### src/core/dpsf_pkg.sv
package dpsf_pkg;

  // ------------------------------------------------------------------
  // Port register map
  // ------------------------------------------------------------------
  localparam logic [3:0] DPSF_ABORT_ADDR = 4'h0;  // Write-only abort register
  localparam logic [3:0] DPSF_CTRL_ADDR = 4'h4;   // Control/status and link control share it
  localparam logic [3:0] DPSF_CTRL_BANK = 4'h0;   // Bank that selects port_control_status
  localparam logic [3:0] DPSF_DATA_LINK_CONTROL_BANK = 4'h1;   // Bank that selects data_link_control

  // ------------------------------------------------------------------
  // port_control_status field positions
  // ------------------------------------------------------------------
  localparam int unsigned DPSF_ORUN_EN_BIT = 0;
  localparam int unsigned DPSF_ORUN_BIT = 1;
  localparam int unsigned DPSF_MODE_LSB = 2;
  localparam int unsigned DPSF_CMP_BIT = 4;
  localparam int unsigned DPSF_ERR_BIT = 5;
  localparam int unsigned DPSF_RDOK_BIT = 6;
  localparam int unsigned DPSF_MASK_LSB = 8;

  // ------------------------------------------------------------------
  // Abort register clear bits and link control fields
  // ------------------------------------------------------------------
  localparam int unsigned DPSF_ABT_CMPCLR_BIT = 1;
  localparam int unsigned DPSF_ABT_ERRCLR_BIT = 2;
  localparam int unsigned DPSF_ABT_ORUNCLR_BIT = 4;
  localparam int unsigned DPSF_TURN_LSB = 8;
  localparam int unsigned DPSF_DATA_LINK_CONTROL_ONE_BIT = 6;

  // ------------------------------------------------------------------
  // Reset values
  // ------------------------------------------------------------------
  localparam logic DPSF_FLAG_RST = 1'b0;
  localparam logic [1:0] DPSF_MODE_RST = 2'h0;
  localparam logic [3:0] DPSF_MASK_RST = 4'hf;
  localparam logic [1:0] DPSF_TURN_RST = 2'h0;

  // Transfer modes
  typedef enum logic [1:0] {
    DPSF_MODE_NORMAL = 2'h0,
    DPSF_MODE_VERIFY = 2'h1,
    DPSF_MODE_COMPARE = 2'h2,
    DPSF_MODE_RSVD = 2'h3
  } dpsf_mode_e;

  // Pushed-operation sequencer
  typedef enum logic [1:0] {
    DPSF_ST_IDLE = 2'h0,
    DPSF_ST_PUSH = 2'h1
  } dpsf_state_e;

endpackage : dpsf_pkg

### src/core/dpsf_status.sv
//------------------------------------------------------------------------
//------------------------------------------------------------------------
`timescale 1ns/100ps

module dpsf_status
  import dpsf_pkg::*;
#(
  parameter int unsigned JTAG_VARIANT = 0,
  parameter int unsigned PORT_VERSION = 1,
  parameter int unsigned HAS_COMPARE = 1
) (
  input wire logic clk,
  input wire logic sys_rst,
  input wire logic link_clk,
  input wire logic req_valid,
  input wire logic req_apndp,
  input wire logic req_rnw,
  input wire logic [3:0] req_addr,
  input wire logic [3:0] req_bank,
  input wire logic [31:0] req_wdata,
  input wire logic ap_resp_valid,
  input wire logic ap_resp_ok,
  input wire logic ap_resp_read,
  input wire logic [31:0] ap_resp_rdata,
  input wire logic overrun_event,
  output logic [31:0] rdata_q,
  output logic rdata_valid_q,
  output logic ap_req_valid_q,
  output logic ap_req_rnw_q,
  output logic [3:0] ap_req_addr_q,
  output logic [31:0] ap_req_wdata_q
);

  // ------------------------------------------------------------------
  // Elaboration checks
  // ------------------------------------------------------------------
  if (JTAG_VARIANT > 1 || PORT_VERSION > 2 || HAS_COMPARE > 1) begin : g_bad_param
    $error("dpsf_status: unsupported variant, version or compare option");
  end

  // Flags are read-only (abort cleared) except on the first scan version
  localparam bit RO_FLAGS = (JTAG_VARIANT == 0) || (PORT_VERSION >= 1);
  localparam bit HAS_RDOK = (JTAG_VARIANT == 0) && (PORT_VERSION >= 1);

  // ------------------------------------------------------------------
  // Link clock sampling and request decode
  // ------------------------------------------------------------------
  logic link_rise;

  dpsf_sync3 u_link_sync (
    .clk(clk),
    .sys_rst(sys_rst),
    .async_in(link_clk),
    .level_o(),
    .rise_o(link_rise)
  );

  // Request pins are held a whole link period, so they are steady
  // long before the synchronised edge reaches this point
  logic take;
  logic ctrl_hit;
  logic data_link_control_hit;
  logic abort_wr;
  logic ctrl_wr;
  logic data_link_control_wr;
  logic ap_take;

  // Low two address bits never take part in decode
  function automatic logic addr_is(input logic [3:0] a, input logic [3:0] ref_a);
    addr_is = (a[3:2] == ref_a[3:2]);
  endfunction : addr_is

  assign take = link_rise && req_valid;
  assign ctrl_hit = !req_apndp && addr_is(req_addr, DPSF_CTRL_ADDR)
                    && (req_bank == DPSF_CTRL_BANK);
  assign data_link_control_hit = !req_apndp && addr_is(req_addr, DPSF_CTRL_ADDR)
                    && (req_bank == DPSF_DATA_LINK_CONTROL_BANK);
  assign abort_wr = take && !req_apndp && !req_rnw && addr_is(req_addr, DPSF_ABORT_ADDR);
  assign ctrl_wr = take && !req_rnw && ctrl_hit;
  assign data_link_control_wr = take && !req_rnw && data_link_control_hit;
  assign ap_take = take && req_apndp;

  // ------------------------------------------------------------------
  // Control fields
  // ------------------------------------------------------------------
  logic orun_en_q;
  dpsf_mode_e mode_q;
  logic [3:0] mask_q;
  logic [1:0] turn_q;

  // Overrun enable, mode and lane mask are plain read-write fields
  always_ff @(posedge clk) begin
    if (sys_rst) begin
      orun_en_q <= DPSF_FLAG_RST;
      mode_q <= dpsf_mode_e'(DPSF_MODE_RST);
      mask_q <= DPSF_MASK_RST;
    end else if (ctrl_wr) begin
      orun_en_q <= req_wdata[DPSF_ORUN_EN_BIT];
      mode_q <= dpsf_mode_e'(req_wdata[DPSF_MODE_LSB +: 2]);
      mask_q <= req_wdata[DPSF_MASK_LSB +: 4];
    end
  end

  // Link control holds storage only on the serial wire variant
  always_ff @(posedge clk) begin
    if (sys_rst) begin
      turn_q <= DPSF_TURN_RST;
    end else if (data_link_control_wr && JTAG_VARIANT == 0) begin
      turn_q <= req_wdata[DPSF_TURN_LSB +: 2];
    end
  end

  // ------------------------------------------------------------------
  // Pushed-operation sequencer and port forwarding
  // ------------------------------------------------------------------
  dpsf_state_e st_q;
  logic [31:0] push_data_q;
  logic push_mode;
  logic push_done;
  logic lane_match;
  logic cmp_evt;

  // Reserved mode code behaves as normal operation
  assign push_mode = (mode_q == DPSF_MODE_VERIFY) || (mode_q == DPSF_MODE_COMPARE);
  assign push_done = (st_q == DPSF_ST_PUSH) && ap_resp_valid && ap_resp_read;

  dpsf_lane_cmp #(
    .LANES(4)
  ) u_cmp (
    .a_i(push_data_q),
    .b_i(ap_resp_rdata),
    .mask_i(mask_q),
    .match_o(lane_match)
  );

  // Verify flags a hit, compare flags a miss; errors never compare
  assign cmp_evt = push_done && ap_resp_ok && (HAS_COMPARE == 1)
                   && ((mode_q == DPSF_MODE_VERIFY) ? lane_match : !lane_match);

  // One pushed read is outstanding at a time; new port requests are dropped
  always_ff @(posedge clk) begin
    if (sys_rst) begin
      st_q <= DPSF_ST_IDLE;
      push_data_q <= 32'h0;
    end else begin
      unique case (st_q)
        DPSF_ST_IDLE: begin
          if (ap_take && !req_rnw && push_mode) begin
            st_q <= DPSF_ST_PUSH;
            push_data_q <= req_wdata;
          end
        end
        DPSF_ST_PUSH: begin
          if (push_done) begin
            st_q <= DPSF_ST_IDLE;
          end
        end
        default: begin
          st_q <= DPSF_ST_IDLE;
        end
      endcase
    end
  end

  // Forward port requests; a pushed write goes out as a read
  always_ff @(posedge clk) begin
    if (sys_rst) begin
      ap_req_valid_q <= 1'b0;
      ap_req_rnw_q <= 1'b0;
      ap_req_addr_q <= 4'h0;
      ap_req_wdata_q <= 32'h0;
    end else begin
      ap_req_valid_q <= ap_take && (st_q == DPSF_ST_IDLE);
      if (ap_take && st_q == DPSF_ST_IDLE) begin
        ap_req_rnw_q <= req_rnw || push_mode;
        ap_req_addr_q <= req_addr;
        ap_req_wdata_q <= req_wdata;
      end
    end
  end

  // ------------------------------------------------------------------
  // Sticky flags and read status
  // ------------------------------------------------------------------
  logic err_q;
  logic cmp_q;
  logic orun_q;
  logic rdok_q;
  logic w1c;
  logic err_set;
  logic orun_set;
  logic err_clr;
  logic cmp_clr;
  logic orun_clr;

  assign w1c = ctrl_wr && !RO_FLAGS;
  assign err_set = ap_resp_valid && !ap_resp_ok;
  assign orun_set = overrun_event && orun_en_q;

  // Early scan parts clear everything from the error bit; later ones per flag
  assign err_clr = (w1c && req_wdata[DPSF_ERR_BIT])
                   || (abort_wr && req_wdata[DPSF_ABT_ERRCLR_BIT]);
  assign cmp_clr = (w1c && req_wdata[DPSF_CMP_BIT])
                   || (abort_wr && (RO_FLAGS ? req_wdata[DPSF_ABT_CMPCLR_BIT]
                                             : req_wdata[DPSF_ABT_ERRCLR_BIT]));
  assign orun_clr = (w1c && req_wdata[DPSF_ORUN_BIT])
                    || (abort_wr && (RO_FLAGS ? req_wdata[DPSF_ABT_ORUNCLR_BIT]
                                              : req_wdata[DPSF_ABT_ERRCLR_BIT]));

  // Set wins over clear, so an event in the clearing cycle survives
  always_ff @(posedge clk) begin
    if (sys_rst) begin
      err_q <= DPSF_FLAG_RST;
      cmp_q <= DPSF_FLAG_RST;
      orun_q <= DPSF_FLAG_RST;
    end else begin
      err_q <= (err_q && !err_clr) || err_set;
      cmp_q <= (cmp_q && !cmp_clr) || cmp_evt;
      orun_q <= (orun_q && !orun_clr) || orun_set;
    end
  end

  // On serial wire parts from version 1, read status follows every read answer, good or bad
  always_ff @(posedge clk) begin
    if (sys_rst) begin
      rdok_q <= DPSF_FLAG_RST;
    end else if (HAS_RDOK && ap_resp_valid && ap_resp_read) begin
      rdok_q <= ap_resp_ok;
    end
  end

  // ------------------------------------------------------------------
  // Read answer
  // ------------------------------------------------------------------
  logic [31:0] ctrl_view;
  logic [31:0] data_link_control_view;

  // Unimplemented bits read zero
  always_comb begin
    ctrl_view = 32'h0;
    ctrl_view[DPSF_ORUN_EN_BIT] = orun_en_q;
    ctrl_view[DPSF_ORUN_BIT] = orun_q;
    ctrl_view[DPSF_MODE_LSB +: 2] = mode_q;
    ctrl_view[DPSF_CMP_BIT] = cmp_q;
    ctrl_view[DPSF_ERR_BIT] = err_q;
    ctrl_view[DPSF_RDOK_BIT] = HAS_RDOK ? rdok_q : 1'b0;
    ctrl_view[DPSF_MASK_LSB +: 4] = mask_q;
    data_link_control_view = 32'h0;
    if (JTAG_VARIANT == 0) begin
      data_link_control_view[DPSF_TURN_LSB +: 2] = turn_q;
      data_link_control_view[DPSF_DATA_LINK_CONTROL_ONE_BIT] = 1'b1;
    end
  end

  // Port register reads answer one cycle after the synchronised link edge
  always_ff @(posedge clk) begin
    if (sys_rst) begin
      rdata_q <= 32'h0;
      rdata_valid_q <= 1'b0;
    end else begin
      rdata_valid_q <= take && !req_apndp && req_rnw;
      if (take && !req_apndp && req_rnw) begin
        rdata_q <= ctrl_hit ? ctrl_view : (data_link_control_hit ? data_link_control_view : 32'h0);
      end
    end
  end

  logic rst_seen_q;

  always_ff @(posedge clk) begin
    rst_seen_q <= sys_rst;
  end
endmodule : dpsf_status

### src/core/dpsf_sync3.sv
`timescale 1ns/100ps

module dpsf_sync3 (
  input wire logic clk,
  input wire logic sys_rst,
  input wire logic async_in,
  output logic level_o,
  output logic rise_o
);

  // ------------------------------------------------------------------
  // Three-stage sampler
  // ------------------------------------------------------------------
  logic s1_q;
  logic s2_q;
  logic s3_q;
  logic level_q;

  // Only s2 looks at s1; decisions use s2 and s3 together
  always_ff @(posedge clk) begin
    if (sys_rst) begin
      s1_q <= 1'b0;
      s2_q <= 1'b0;
      s3_q <= 1'b0;
    end else begin
      s1_q <= async_in;
      s2_q <= s1_q;
      s3_q <= s2_q;
    end
  end

  // A change counts once the last two stages agree
  always_ff @(posedge clk) begin
    if (sys_rst) begin
      level_q <= 1'b0;
    end else if (s2_q == s3_q) begin
      level_q <= s3_q;
    end
  end

  assign level_o = level_q;
  assign rise_o = (s2_q == s3_q) && s3_q && !level_q;

endmodule : dpsf_sync3

### src/core/dpsf_lane_cmp.sv
`timescale 1ns/100ps

module dpsf_lane_cmp #(
  parameter int unsigned LANES = 4
) (
  input wire logic [LANES*8-1:0] a_i,
  input wire logic [LANES*8-1:0] b_i,
  input wire logic [LANES-1:0] mask_i,
  output logic match_o
);

  // ------------------------------------------------------------------
  // Byte-lane comparison
  // ------------------------------------------------------------------
  logic [LANES-1:0] lane_ok;

  // A comparator without lanes would match everything
  if (LANES < 1) begin : g_bad_lanes
    $error("dpsf_lane_cmp: at least one byte lane is needed");
  end

  // A masked-off lane always agrees, so an all-zero mask matches
  for (genvar g = 0; g < LANES; g++) begin : g_lane
    assign lane_ok[g] = !mask_i[g] || (a_i[g*8 +: 8] == b_i[g*8 +: 8]);
  end

  assign match_o = &lane_ok;

endmodule : dpsf_lane_cmp

### config.mk
export PLATFORM = sky130hd
export DESIGN_NAME = dpsf_status
export DESIGN_NICKNAME = d
export VERILOG_FILES = /design/src/core/dpsf_pkg.sv /design/src/core/dpsf_status.sv /design/src/core/dpsf_sync3.sv /design/src/core/dpsf_lane_cmp.sv
export SDC_FILE = /design/constraint.sdc
export NUM_CORES = 1
export LEC_CHECK = 0
export BUFFER_PORTS_ARGS = -buffer_cell sky130_fd_sc_hd__buf_2
export CAP_MARGIN = 20
export CORE_MARGIN = 2
export CORE_UTILIZATION = 46
export CTS_BUF_LIST = sky130_fd_sc_hd__clkbuf_2 sky130_fd_sc_hd__clkbuf_4 sky130_fd_sc_hd__clkbuf_8
export CTS_CLUSTER_SIZE = 10
export DETAILED_ROUTE_END_ITERATION = 10
export PLACE_DENSITY = 0.81
export SLEW_MARGIN = 20
export SYNTH_ARGS = -nofsm -noshare
export SYNTH_HDL_FRONTEND = slang
export SYNTH_SLANG_ARGS = --single-unit
### constraint.sdc
create_clock -name clk -period 1.6 [get_ports clk]
set_input_delay 0.32 -clock clk [delete_from_list [all_inputs] [get_ports clk]]
set_output_delay 0.32 -clock clk [all_outputs]
set_load 0.005 [all_outputs]
### After elaboration in Yosys (flattened, before gate mapping)

Index checks and enable logic that the tools add are counted.

* equality and inequality tests: 12
* mux-type cells: 6
* reductions and logical operators: 57

Operators by type and width (count)
* == test 8 bit: 4
* logical AND 1 bit: 30
* logical NOT 1 bit: 12
* 2-to-1 mux 12 bit: 1
* 2-to-1 mux 10 bit: 1
* logical OR 1 bit: 9
* == test 2 x 1 -> 1 bit (second input constant): 3
* == test 4 x 1 -> 1 bit (second input constant): 1
* logical NOT 2 bit: 2
* logical NOT 4 bit: 1
* 2-to-1 mux 2 bit: 2
* inequality test 2 bit (second input constant): 2
* case mux 2 bit (2 select lines): 1
* AND reduction 2 bit: 2
* AND reduction 4 bit: 1
* == test 2 bit (second input constant): 1
* == test 1 bit: 1
* 2-to-1 mux 1 bit: 1

* bits in registers: 122
* output and inout bits: 71
* word-level logic and storage cells: 95

### Logic depth before layout (Yosys ltp)

Gate-level depths: netlist of the first run.

* word-level depth: 11
* depth in mapped cells: 9
* gate-level depth less buffers: 7

### Hierarchy

From an unflattened synthesis of the first run, not the netlist that was laid out.

* cells, all modules: 520
* area total of the unflattened synthesis: 4319.1 um2

Modules (own cells, without submodules)
* dpsf_status: instances 1, cells an instance 464, area an instance 3828.7 um2
* dpsf_lane_cmp: instances 1, cells an instance 45, area an instance 359.1 um2
* dpsf_sync3: instances 1, cells an instance 11, area an instance 131.4 um2

### Least setup slack after synthesis of the first run

OpenSTA, ideal clock, no wires.

* path type: register -> register
* start: register u_link_sync.s3_q
* end: register rdata_q[1]
* library setup time: 0.117 ns
* arrival: 1.598 ns
* data required time: 1.483 ns
* slack: -0.115 ns
* stages on the path, launching flop included: 8
* path buffers: 2
* cells stage by stage: dfxtp_1 -> ha_1 -> nand3b_4 -> or3b_1 -> buf_2 -> nor2b_1 -> buf_2 -> a22o_1

* word-level cells in the longest chain between the ends: 6

RTL lines
* from (decl): RTL line dpsf_sync3.sv:16 `logic s3_q;`
* from (signal assigned): RTL line dpsf_sync3.sv:28 `s3_q <= s2_q;`
* == test 1 bit: RTL line dpsf_sync3.sv:42 `assign rise_o = (s2_q == s3_q) && s3_q && !level_q;`
* logical AND 1 bit * (2 in series): RTL line dpsf_sync3.sv:42
* logical AND 1 bit *: RTL line dpsf_status.sv:73 `assign take = link_rise && req_valid;`
* logical AND 1 bit * (2 in series): RTL line dpsf_status.sv:262 `if (take && !req_apndp && req_rnw) begin`
* to (signal assigned): RTL line dpsf_status.sv:263 `rdata_q <= ctrl_hit ? ctrl_view : (data_link_control_hit ? data_link_control_view : 32'h0);`
* to (decl): RTL line dpsf_status.sv:26 `output logic [31:0] rdata_q,`

Mark *: on every way between the ends. The rest lies on a longest branch, timed or not.
A chain may end at the register's enable or synchronous reset.

### Worst setup path after layout of the first run

* start: register u_link_sync.s2_q
* end: register push_data_q[31]

* word-level cells in the longest chain between the ends: 8

RTL lines
* from (decl): RTL line dpsf_sync3.sv:15 `logic s2_q;`
* from (signal assigned): RTL line dpsf_sync3.sv:27 `s2_q <= s1_q;`
* == test 1 bit: RTL line dpsf_sync3.sv:42
* logical AND 1 bit (2 in series): RTL line dpsf_sync3.sv:42
* logical AND 1 bit: RTL line dpsf_status.sv:73
* logical AND 1 bit: RTL line dpsf_status.sv:81 `assign ap_take = take && req_apndp;`
* logical AND 1 bit (2 in series): RTL line dpsf_status.sv:148 `if (ap_take && !req_rnw && push_mode) begin`
* AND reduction 2 bit (no line)
* to (signal assigned): RTL line dpsf_status.sv:150 `push_data_q <= req_wdata;`
* to (decl): RTL line dpsf_status.sv:117 `logic [31:0] push_data_q;`

Every way passes these cells.

==> results of run 1 <==
-- through the flow --
step / std cells / hold slack [ps] / setup slack (ps)
after floorplan: 503 / 414 / -20.0
after global placement: 713 / 423 / -82.9
after detailed placement: 713 / 441 / -104
after CTS: 730 / 171 / -5.55
after global routing: 735 / 184 / -133
final: 735 / 173 / -22.4
-- power by group through the flow --
stage	Clock (uW)	Sequential, uW	Combinational, uW
2_1_floorplan	0	2560	146
3_3_place_gp	0	2560	268
3_5_place_dp	0	2560	273
4_1_cts	1550	2500	277
5_1_grt	1670	2500	329
6_report	1540	2500	306
-- critical path: stages, from the launching register on --
cell and delay, ps:
dfxtp_2 360, ha_4 140, nand3b_4 100, nor2_4 120, nand2_2 70, buf_6 120, nor2_4 210, clkbuf_16 240
nand2_4 50, a21oi_2 120
-- routing by layer --
| metal | track usage (%) | wire length (um) |
|---|---|---|
| met5 | 0 | 0 |
| met1 | 25.9 | 4750 |
| met3 | 4.37 | 634 |
| met4 | 8.55 | 238 |
| met2 | 38.7 | 6030 |
-- sequential cells by signal, indices dropped and copies added (netlist names), 2 cells and up --
signal          count
mask_q              4
push_data_q        32
rdata_q            11
mode_q              2
ap_req_addr_q       4
ap_req_wdata_q     32
turn_q              2
-- timing repair --
item / 4_1_cts / 5_1_grt
cloned: 1 / 4
hold buffers: 0 / 0
setup endpoints to repair: 49 / 53
resized for setup: 4 / 87
pin swaps: 1 / 36
hold endpoints to repair: 0 / 0
buffers inserted: 0 / 1
-- how the worst max path moves through the flow --
| stage | cells past startpoint | slack [ps] | endpoint | start |
|---|---|---|---|---|
| floorplan | 6 | -20 | rdata_q[0] | u_link_sync.s2_q |
| finish | 9 | -20 | push_data_q[31] | u_link_sync.s2_q |
| detailed placement | 7 | -100 | cmp_q | ap_resp_rdata[5] |
| global placement | 7 | -80 | cmp_q | ap_resp_rdata[0] |
| CTS | 9 | -6 | push_data_q[20] | u_link_sync.s2_q |
| global route | 9 | -130 | push_data_q[4] | u_link_sync.s3_q |
-- final cells by class --
type | instances | area (sq um) | share of cell area (%)
Multi-Input combinational cell | 352 | 2190 | 39.9
Sequential cell | 100 | 2010 | 36.5
Timing Repair Buffer | 157 | 968 | 17.6
Clock buffer | 11 | 151 | 2.76
Tap cell | 108 | 135 | 2.46
Clock inverter | 5 | 35.0 | 0.638
Inverter | 2 | 7.51 | 0.137
-- Yosys cell counts (all sizes together) (2+ instances only) --
| cell | number | area (sq um) |
|---|---|---|
| nand2 | 144 | 541 |
| a21oi | 72 | 360 |
| a22oi | 3 | 22.5 |
| nor2 | 18 | 67.6 |
| xnor2 | 33 | 289 |
| o21ai | 4 | 20.0 |
| a22o | 8 | 70.1 |
| nand3b | 3 | 38.8 |
| nor4 | 3 | 46.3 |
| nand3 | 2 | 10.0 |
| mux2 | 2 | 22.5 |
| nand4 | 9 | 56.3 |
| inv | 2 | 7.51 |
| dfxtp | 100 | 2000 |
| nor2b | 11 | 68.8 |
| buf | 28 | 194 |
| a211o | 4 | 35.0 |
| mux2i | 6 | 60.1 |
| clkbuf | 21 | 78.8 |
| ha | 2 | 25.0 |
-- logic make-up after synthesis --
family,after synthesis,synth area share (%)
AO/OA/AOI/OAI,93,12.9
XOR/XNOR,33,7.10
adder cells (fa/ha/maj),2,0.615
buffers and inverters,51,6.88
flip-flops,100,49.2
multiplexers,8,2.03
other,1,0.0921
AND/OR/NAND/NOR,195,21.2
-- cell usage in the layout, fill, tap and decap left out, drive strengths merged, types with 4 or more instances in the layout --
cell    count
xnor2      33
a211o       4
buf       154
nand4       9
dfxtp     100
nand2     144
a21oi      72
a22o        8
mux2i       6
clkbuf     14
nor2b      11
o21ai       4
conb       21
nor2       18
==> run_results.csv, run 1 <==
group,metric,value,unit
floorplanning,io_pins,153,
worst_hold_path,min_path_type,"input pin to register",
power,report.power.total,4340,uW
timing,rsz0062_at_grt,"yes",
power,p_sw,1060,uW
floorplanning,die_h,98.1,um
setup_path,cp-start-kind,"register",
timing,period_share,101,%
place,numPortBuffers,131,
setup_path,crit_required,1880,ps
routing,vias_per_cell,5.14,
cts,cts_sinks,100,
worst_hold_path,hp-start,"link_clk",
floorplanning,start_util,47.1,%
logic_synthesis,synth-seq-area-share,49.2,%
layout,antenna_cells,0,
logic_synthesis,synth-edff-count,0,
timing,worst_slack,-22.4,ps
logic_synthesis,netlist_area,0.00407,sq mm
timing,period_needed,1620,ps
power,internal_power,3280,uW
logic_synthesis,netlist_instances,483,
worst_hold_path,hold_depth,2,
place,routabilityCongestion,0.838,
timing,setup_tns,-138,ps
power,power_leakage,0.00231,uW
layout,n_fill_cell,739,
layout,nets,706,
timing,clock_skew,13.5,ps
setup_path,endpoint_kind,"register",
timing,slew_viol_final,0,
floorplanning,rows,34,
routing,firstDrtPassIters,4,
power,peakVddDrop,0.460,mV
routing,drt-initial-drc-count,173,
routing,drtAntennaViolNets,0,
cts,cts_root_buffer,"clkbuf_8",
cts,numCtsBuffers,9,
routing,routed_wl,11.7,mm
flow_run,max_cap_viol_count,0,
place,place_area,0.00488,sq mm
setup_path,path_class,"register to register",
logic_synthesis,async_flop_share,0,%
setup_path,rr_worst_depth,9,
logic_synthesis,yosys_register_bits,100,
cts,cts_tree,"built",
cts,htreeDepth,3,
floorplanning,core_area,0.00864,sq mm
cts,cts_buffer_depth,2,
layout,utilization,63.6,%
timing,clock.fmax,0.616,GHz
layout,area_growth_syn_to_layout,34.9,%
power,seq_power_share,57.6,%
grt,grt_usage,21.8,%
cts,clk_latency,360,ps
routing,avgRoutedWirePerCell,15.9,um
layout,drive_gt1_share,39.2,%
worst_hold_path,hold_end,"u_link_sync.s1_q",
power,p_per_area,790,mW/mm^2
grt,grt_first_pass_wirelength,16.8,mm
grt,grt_antenna_before_repair,0,
status,outcome,"complete, but fails checks",
setup_path,r2r-end,"push_data_q[31]",
timing,tightest_slew,522,ps
power,switching_share,24.5,%
setup_path,critPathMaxFanout,8,
power,power_frac_comb,7.0,%
grt,grt_pass1_vias,3550,
logic_synthesis,yosysWarnings,0,
power,clkPwrFrac,35.4,%
grt,grt.overflow.total,0,
setup_path,r2r_setup_slack,-20,ps
setup_path,critPathArrivalTime,1900,ps
cts,clk_pin_slew,100,ps
status,violations,"setup timing",
floorplanning,die_area,0.00962,sq mm
logic_synthesis,avgSynthCellArea,8.43,sq um
place,dp_hpwl,7.77,mm
timing,hold_viol,0,
routing,drc,0,
timing,slew_headroom,65.2,%
timing,setup_viol,13,
layout,final_area,0.00549,sq mm
floorplanning,die_x,98.1,um
setup_path,reg2reg_from,"u_link_sync.s2_q",
routing,via_count,3780,
logic_synthesis,ys.flop_type,"dfxtp_1",
logic_synthesis,synth_cell_types,33,
grt,grt_max_degree,43,
No activity file was read; power rests on OpenSTA's default activity.
==> run 2: changes to the inputs <==
--- a/config.mk
+++ b/config.mk
@@ -5,14 +5,15 @@
 export SDC_FILE = /design/constraint.sdc
 export NUM_CORES = 1
 export LEC_CHECK = 0
-export BUFFER_PORTS_ARGS = -buffer_cell sky130_fd_sc_hd__buf_2
 export CAP_MARGIN = 20
+export CORE_ASPECT_RATIO = 1.1
 export CORE_MARGIN = 2
-export CORE_UTILIZATION = 46
+export CORE_UTILIZATION = 50
 export CTS_BUF_LIST = sky130_fd_sc_hd__clkbuf_2 sky130_fd_sc_hd__clkbuf_4 sky130_fd_sc_hd__clkbuf_8
 export CTS_CLUSTER_SIZE = 10
 export DETAILED_ROUTE_END_ITERATION = 10
-export PLACE_DENSITY = 0.81
+export DONT_BUFFER_PORTS = 1
+export PLACE_DENSITY_LB_ADDON = 0.1
 export SLEW_MARGIN = 20
 export SYNTH_ARGS = -nofsm -noshare
 export SYNTH_HDL_FRONTEND = slang
==> run_results.csv, run 2 (same netlist as run 1, synthesis figures left out) <==
group,metric,value,unit
setup_path,reg2reg_from,"u_link_sync.s2_q",
cts,numCtsBuffers,9,
cts,cts_root_buffer,"clkbuf_8",
setup_path,critPathMaxFanout,8,
cts,cts_tree,"built",
timing,period_needed,1610,ps
setup_path,cp.depth,6,
timing,hold_ws,24.0,ps
grt,grt.overflow.total,0,
layout,drive_gt1_share,13.6,%
grt,grt_max_degree,96,
flow_run,max_cap_viol_count,0,
setup_path,slowest_delay,420,ps
setup_path,crit_buf_inv,1,
layout,nets,566,
place,dp.cells,579,
timing,clock.fmax,0.622,GHz
grt,grt_pass1_vias,3000,
timing,worst_slack,-6.50,ps
setup_path,cp-start-kind,"register",
setup_path,rr_worst_depth,6,
floorplanning,core_area,0.00791,sq mm
timing,rsz0062_at_grt,"yes",
timing,hold_viol,0,
setup_path,crit_required,1900,ps
routing,avgRoutedWirePerCell,15.6,um
status,outcome,"complete, but fails checks",
layout,area_growth_syn_to_layout,10.6,%
cts,cts_buffer_depth,2,
setup_path,path_class,"register to register",
grt,grt_usage,20.8,%
routing,drtAntennaViolNets,0,
setup_path,r2r_setup_slack,-6,ps
setup_path,cp-endpoint,"rdata_q[10]",
layout,utilization,56.9,%
setup_path,r2r-end,"rdata_q[10]",
cts,clk_pin_slew,90,ps
place,routabilityCongestion,0.811,
timing,period_share,100,%
routing,via_count,3060,
cts,cts_setup_buffers,0,
floorplanning,rows,34,
floorplanning,die_area,0.00888,sq mm
timing,slew_viol_final,0,
cts,cts_sinks,100,
setup_path,cpLargestDelayFamily,"simple AND/OR/NAND/NOR gates",
layout,antenna_cells,0,
layout,n_fill_cell,743,
power,power_leakage,0.00150,uW
cts,htreeDepth,3,
timing,setup_tns,-7.89,ps
setup_path,endpoint_kind,"register",
timing,setup_viol,2,
power,peakVddDrop,0.460,mV
floorplanning,die_x,90.0,um
layout,mostFrequentLayoutCell,"nand2_1",
place,numPortBuffers,0,
routing,firstDrtPassIters,5,
setup_path,cpMaxStageDelayCell,"or3b_4",
power,report.power.total,4240,uW
grt,grt_antenna_before_repair,0,
timing,slew_headroom,65.7,%
cts,clk_latency,350,ps
routing,drt-initial-drc-count,133,
power,p_per_area,941,mW/mm^2
floorplanning,die_h,98.6,um
setup_path,crit_chain,"ha_4 > nand3b_4 > or3b_4 > nor4_4 > buf_6 > a22o_1",
place,dp_hpwl,6.71,mm
status,violations,"setup timing",
setup_path,critPathArrivalTime,1900,ps
grt,grt_first_pass_wirelength,14.9,mm
routing,vias_per_cell,5.14,
layout,most-common-layout-cells,"142 x nand2_1, 94 x dfxtp_1, 72 x a21oi_1",
setup_path,crit_start,"u_link_sync.s2_q",
timing,clock_skew,9.50,ps
layout,biggestRegsByFlops,"ap_req_wdata_q: 32 flops, push_data_q: 32 flops, rdata_q: 11 flops",
floorplanning,start_util,51.5,%
worst_hold_path,hold_depth,1,
routing,routed_wl,9.29,mm
timing,tightest_slew,513,ps
worst_hold_path,min_path_type,"input pin to register",
layout,stdcell_count,595,
floorplanning,io_pins,153,
routing,drc,0,
## run 2: cell count changes in the layout (fill, tap and decap cells not counted), sizes merged
cell	delta
clkbuf	-3
buf	-137
bufinv	+1
clkinv	-1
## run 2: final cells by class
type                    instances  area (sq um)  area share, %
flip-flops and latches        100          2010           44.6
multi-input cells             352          1980           44.0
repair buffers                 17           164           3.64
clock buffers                  11           145           3.22
well taps                     108           135           3.00
clock inverters                 5          60.1           1.33
inverters                       2          7.51          0.167
## run 2: per-layer routing
metal  share of wire, %  global-route usage (%)
met1                 42                    25.6
met3                6.8                    5.35
met2                 49                    35.1
met5                  0                       0
met4                1.6                    8.28
## run 2: worst min-delay path by stage
stage                     startpoint                end
finish                       sys_rst             orun_q
global placement             sys_rst  ap_req_wdata_q[2]
CTS                          sys_rst   u_link_sync.s2_q
detailed placement           sys_rst   u_link_sync.s3_q
global route                 sys_rst     push_data_q[6]
floorplan           u_link_sync.s1_q   u_link_sync.s2_q
## run 2: what timing repair did
item | 4_1_cts | 5_1_grt
hold endpoints to repair | 0 | 0
setup endpoints to repair | 37 | 53
resized for setup | 3 | 28
pin swaps | 1 | 8
hold buffers | 0 | 0
## run 2: per-stage QoR
stage / instance area (sq um) / worst slack, ps
floorplan: 4170 / -20.0
global placement: 4180 / 30.2
detailed placement: 4180 / -22.0
CTS: 4400 / -15.7
global route: 4500 / -81.0
finish: 4500 / -6.50
## run 2: where the power goes
| part | switching (uW) | leakage [uW] | internal [uW] |
|---|---|---|---|
| Combinational | 40.7 | 0.000590 | 53.2 |
| Clock | 853 | 0.000103 | 790 |
| Sequential | 4.93 | 0.000809 | 2490 |
==> run 3: changes to the inputs <==
==> constraint.sdc (replaced) <==
create_clock -name clk -period 1.65 [get_ports clk]
set_input_delay 0.33 -clock clk [delete_from_list [all_inputs] [get_ports clk]]
set_output_delay 0.33 -clock clk [all_outputs]
set_load 0.005 [all_outputs]
==> run_results.csv, run 3 (same netlist as run 1, synthesis figures left out) <==
group,metric,value,unit
status,outcome,"finished, final reports clean",
layout,most-common-layout-cells,"144 x nand2_1, 98 x dfxtp_1, 72 x a21oi_1",
place,place_ws,-69.9,ps
layout,final_area,0.00447,sq mm
layout,nets,568,
layout,n_fill_cell,763,
timing,period_share,99.2,%
layout,utilization,56.5,%
floorplanning,die_x,90.0,um
cts,htreeDepth,3,
place,place_area,0.00416,sq mm
cts,cts_root_buffer,"clkbuf_8",
setup_path,crit_start,"u_link_sync.s2_q",
routing,avgRoutedWirePerCell,16.0,um
floorplanning,start_util,51.5,%
power,clkPwrFrac,39.6,%
setup_path,crit_chain,"ha_4 > nand3b_4 > or3b_4 > nor4_4 > buf_4 > a22o_1",
setup_path,critPathArrivalTime,1950,ps
floorplanning,die_h,98.6,um
floorplanning,die_area,0.00888,sq mm
setup_path,critPathMaxFanout,5,
timing,slew_viol_final,0,
layout,antenna_cells,0,
setup_path,slowest_delay,440,ps
setup_path,crit_required,1960,ps
floorplanning,rows,34,
cts,clk_latency,360,ps
place,dp_hpwl,6.62,mm
place,routabilityCongestion,0.796,
routing,wl_met2,4.75,mm
power,power_leakage,0.00149,uW
routing,vias_per_cell,5.19,
cts,numCtsBuffers,9,
grt,grt_pass1_vias,3113,
routing,drtAntennaViolNets,0,
power,p_sw,852,uW
timing,rsz0062_at_grt,"yes",
setup_path,path_class,"register to register",
layout,drive_gt1_share,10.4,%
grt,grt_max_degree,96,
flow_run,max_cap_viol_count,0,
power,peakVddDrop,0.449,mV
timing,period_needed,1640,ps
timing,hold_viol,0,
routing,met3_length,673,um
place,numPortBuffers,0,
setup_path,cp-start-kind,"register",
timing,setup_viol,0,
routing,drt-initial-drc-count,148,
routing,via_count,3099,
power,switching_share,20.4,%
setup_path,reg2reg_from,"u_link_sync.s2_q",
power,power_frac_comb,2.3,%
timing,clock_skew,7.81,ps
grt,grt_first_pass_wirelength,15.3,mm
cts,cts_tree,"built",
worst_hold_path,hp-start,"sys_rst",
power,seq_power_share,58.2,%
layout,mostFrequentLayoutCell,"nand2_1",
routing,top_layer_used,"met4",
layout,area_growth_syn_to_layout,9.86,%
timing,worst_slack,12.9,ps
grt,grt.overflow.total,0,
grt,grt_antenna_before_repair,0,
setup_path,endpoint_kind,"register",
timing,clock.fmax,0.611,GHz
cts,cts_sinks,100,
worst_hold_path,min_path_type,"input pin to register",
routing,drt-met1-wl,3.95,mm
routing,drc,0,
power,p_per_area,931,mW/mm^2
setup_path,cpMaxStageDelayCell,"or3b_4",
floorplanning,io_pins,153,
floorplanning,core_area,0.00791,sq mm
routing,firstDrtPassIters,4,
routing,routed_wl,9.55,mm
layout,seq_area,0.00200,sq mm
layout,biggestRegsByFlops,"ap_req_wdata_q: 32 flops, push_data_q: 32 flops, rdata_q: 11 flops",
grt,grt_usage,21.5,%
layout,multi_input_area,0.00192,sq mm
cts,clk_pin_slew,90,ps
cts,cts_buffer_depth,2,
power,internal_power,3320,uW
run 3: changes by cell type in the layout (fill, tap and decap cells not counted), moves of 2 or more:
cell,change
buf_4,-2
clkbuf_8,+2
dfxtp_1,+4
dfxtp_2,-4
dlygate4sd3_1,+3
nand2_1,+2
nand2_2,-2
nor2_2,+2
nor2_4,-2
o21ai_1,+3
o21ai_2,-3
xnor2_1,+4
xnor2_2,-4
run 3: power by group through the flow:
stage          registers (uW)  logic (uW)  clock network [uW]
2_1_floorplan            2480         141                   0
3_3_place_gp             2480        82.4                   0
3_5_place_dp             2480        83.5                   0
5_1_grt                  2420         106                1830
6_report                 2420        95.5                1650
4_1_cts                  2420        84.6                1700
run 3: worst paths after layout:
path | slack (ps) | to | cells past startpoint
worst max register to register | 10 | rdata_q[1] | 6
worst min-delay path | 40 | rdata_q[6] | 1
worst min register to register | 450 | u_link_sync.s2_q | 1
worst max-delay path | 10 | rdata_q[1] | 6
run 3: cell type report:
class	instances	share of cell area, %
Sequential cell	100	44.8
Multi-Input combinational cell	352	42.9
Inverter	2	0.168
Timing Repair Buffer	19	4.31
Clock inverter	3	0.979
Tap cell	108	3.02
Clock buffer	13	3.86
run 3: what timing repair did:
action	CTS	global route
setup endpoints to repair	15	49
resized for setup	2	13
buffers inserted	3	0
hold endpoints to repair	0	5
cloned	0	1
pin swaps	1	4
hold buffers	0	3
run 3: per-layer routing:
layer,GRT usage (%),vias to the layer above
met5,0,-
li1,-,1550
met1,24.8,1427
met3,8.41,14
met2,36.6,108
met4,7.34,0
run 3: per-stage QoR:
step           hold WS, ps  setup TNS [ps]  total power [uW]  instances
2_1_floorplan          414               0              2620        503
5_1_grt               3.59            -939              4360        597
4_1_cts               15.0               0              4210        593
3_3_place_gp           410            -148              2560        574
6_report              43.3               0              4170        597
3_5_place_dp           414            -494              2560        574
run 3: worst max-delay path, delay by kind of cell, from the launching register on:
family,cells,cell delay [ps]
AOI/OAI and AO/OA,1,120
adders and majority gates,1,140
and+or+nand+nor,3,780
DFF,1,360
buffers and inverters,1,180
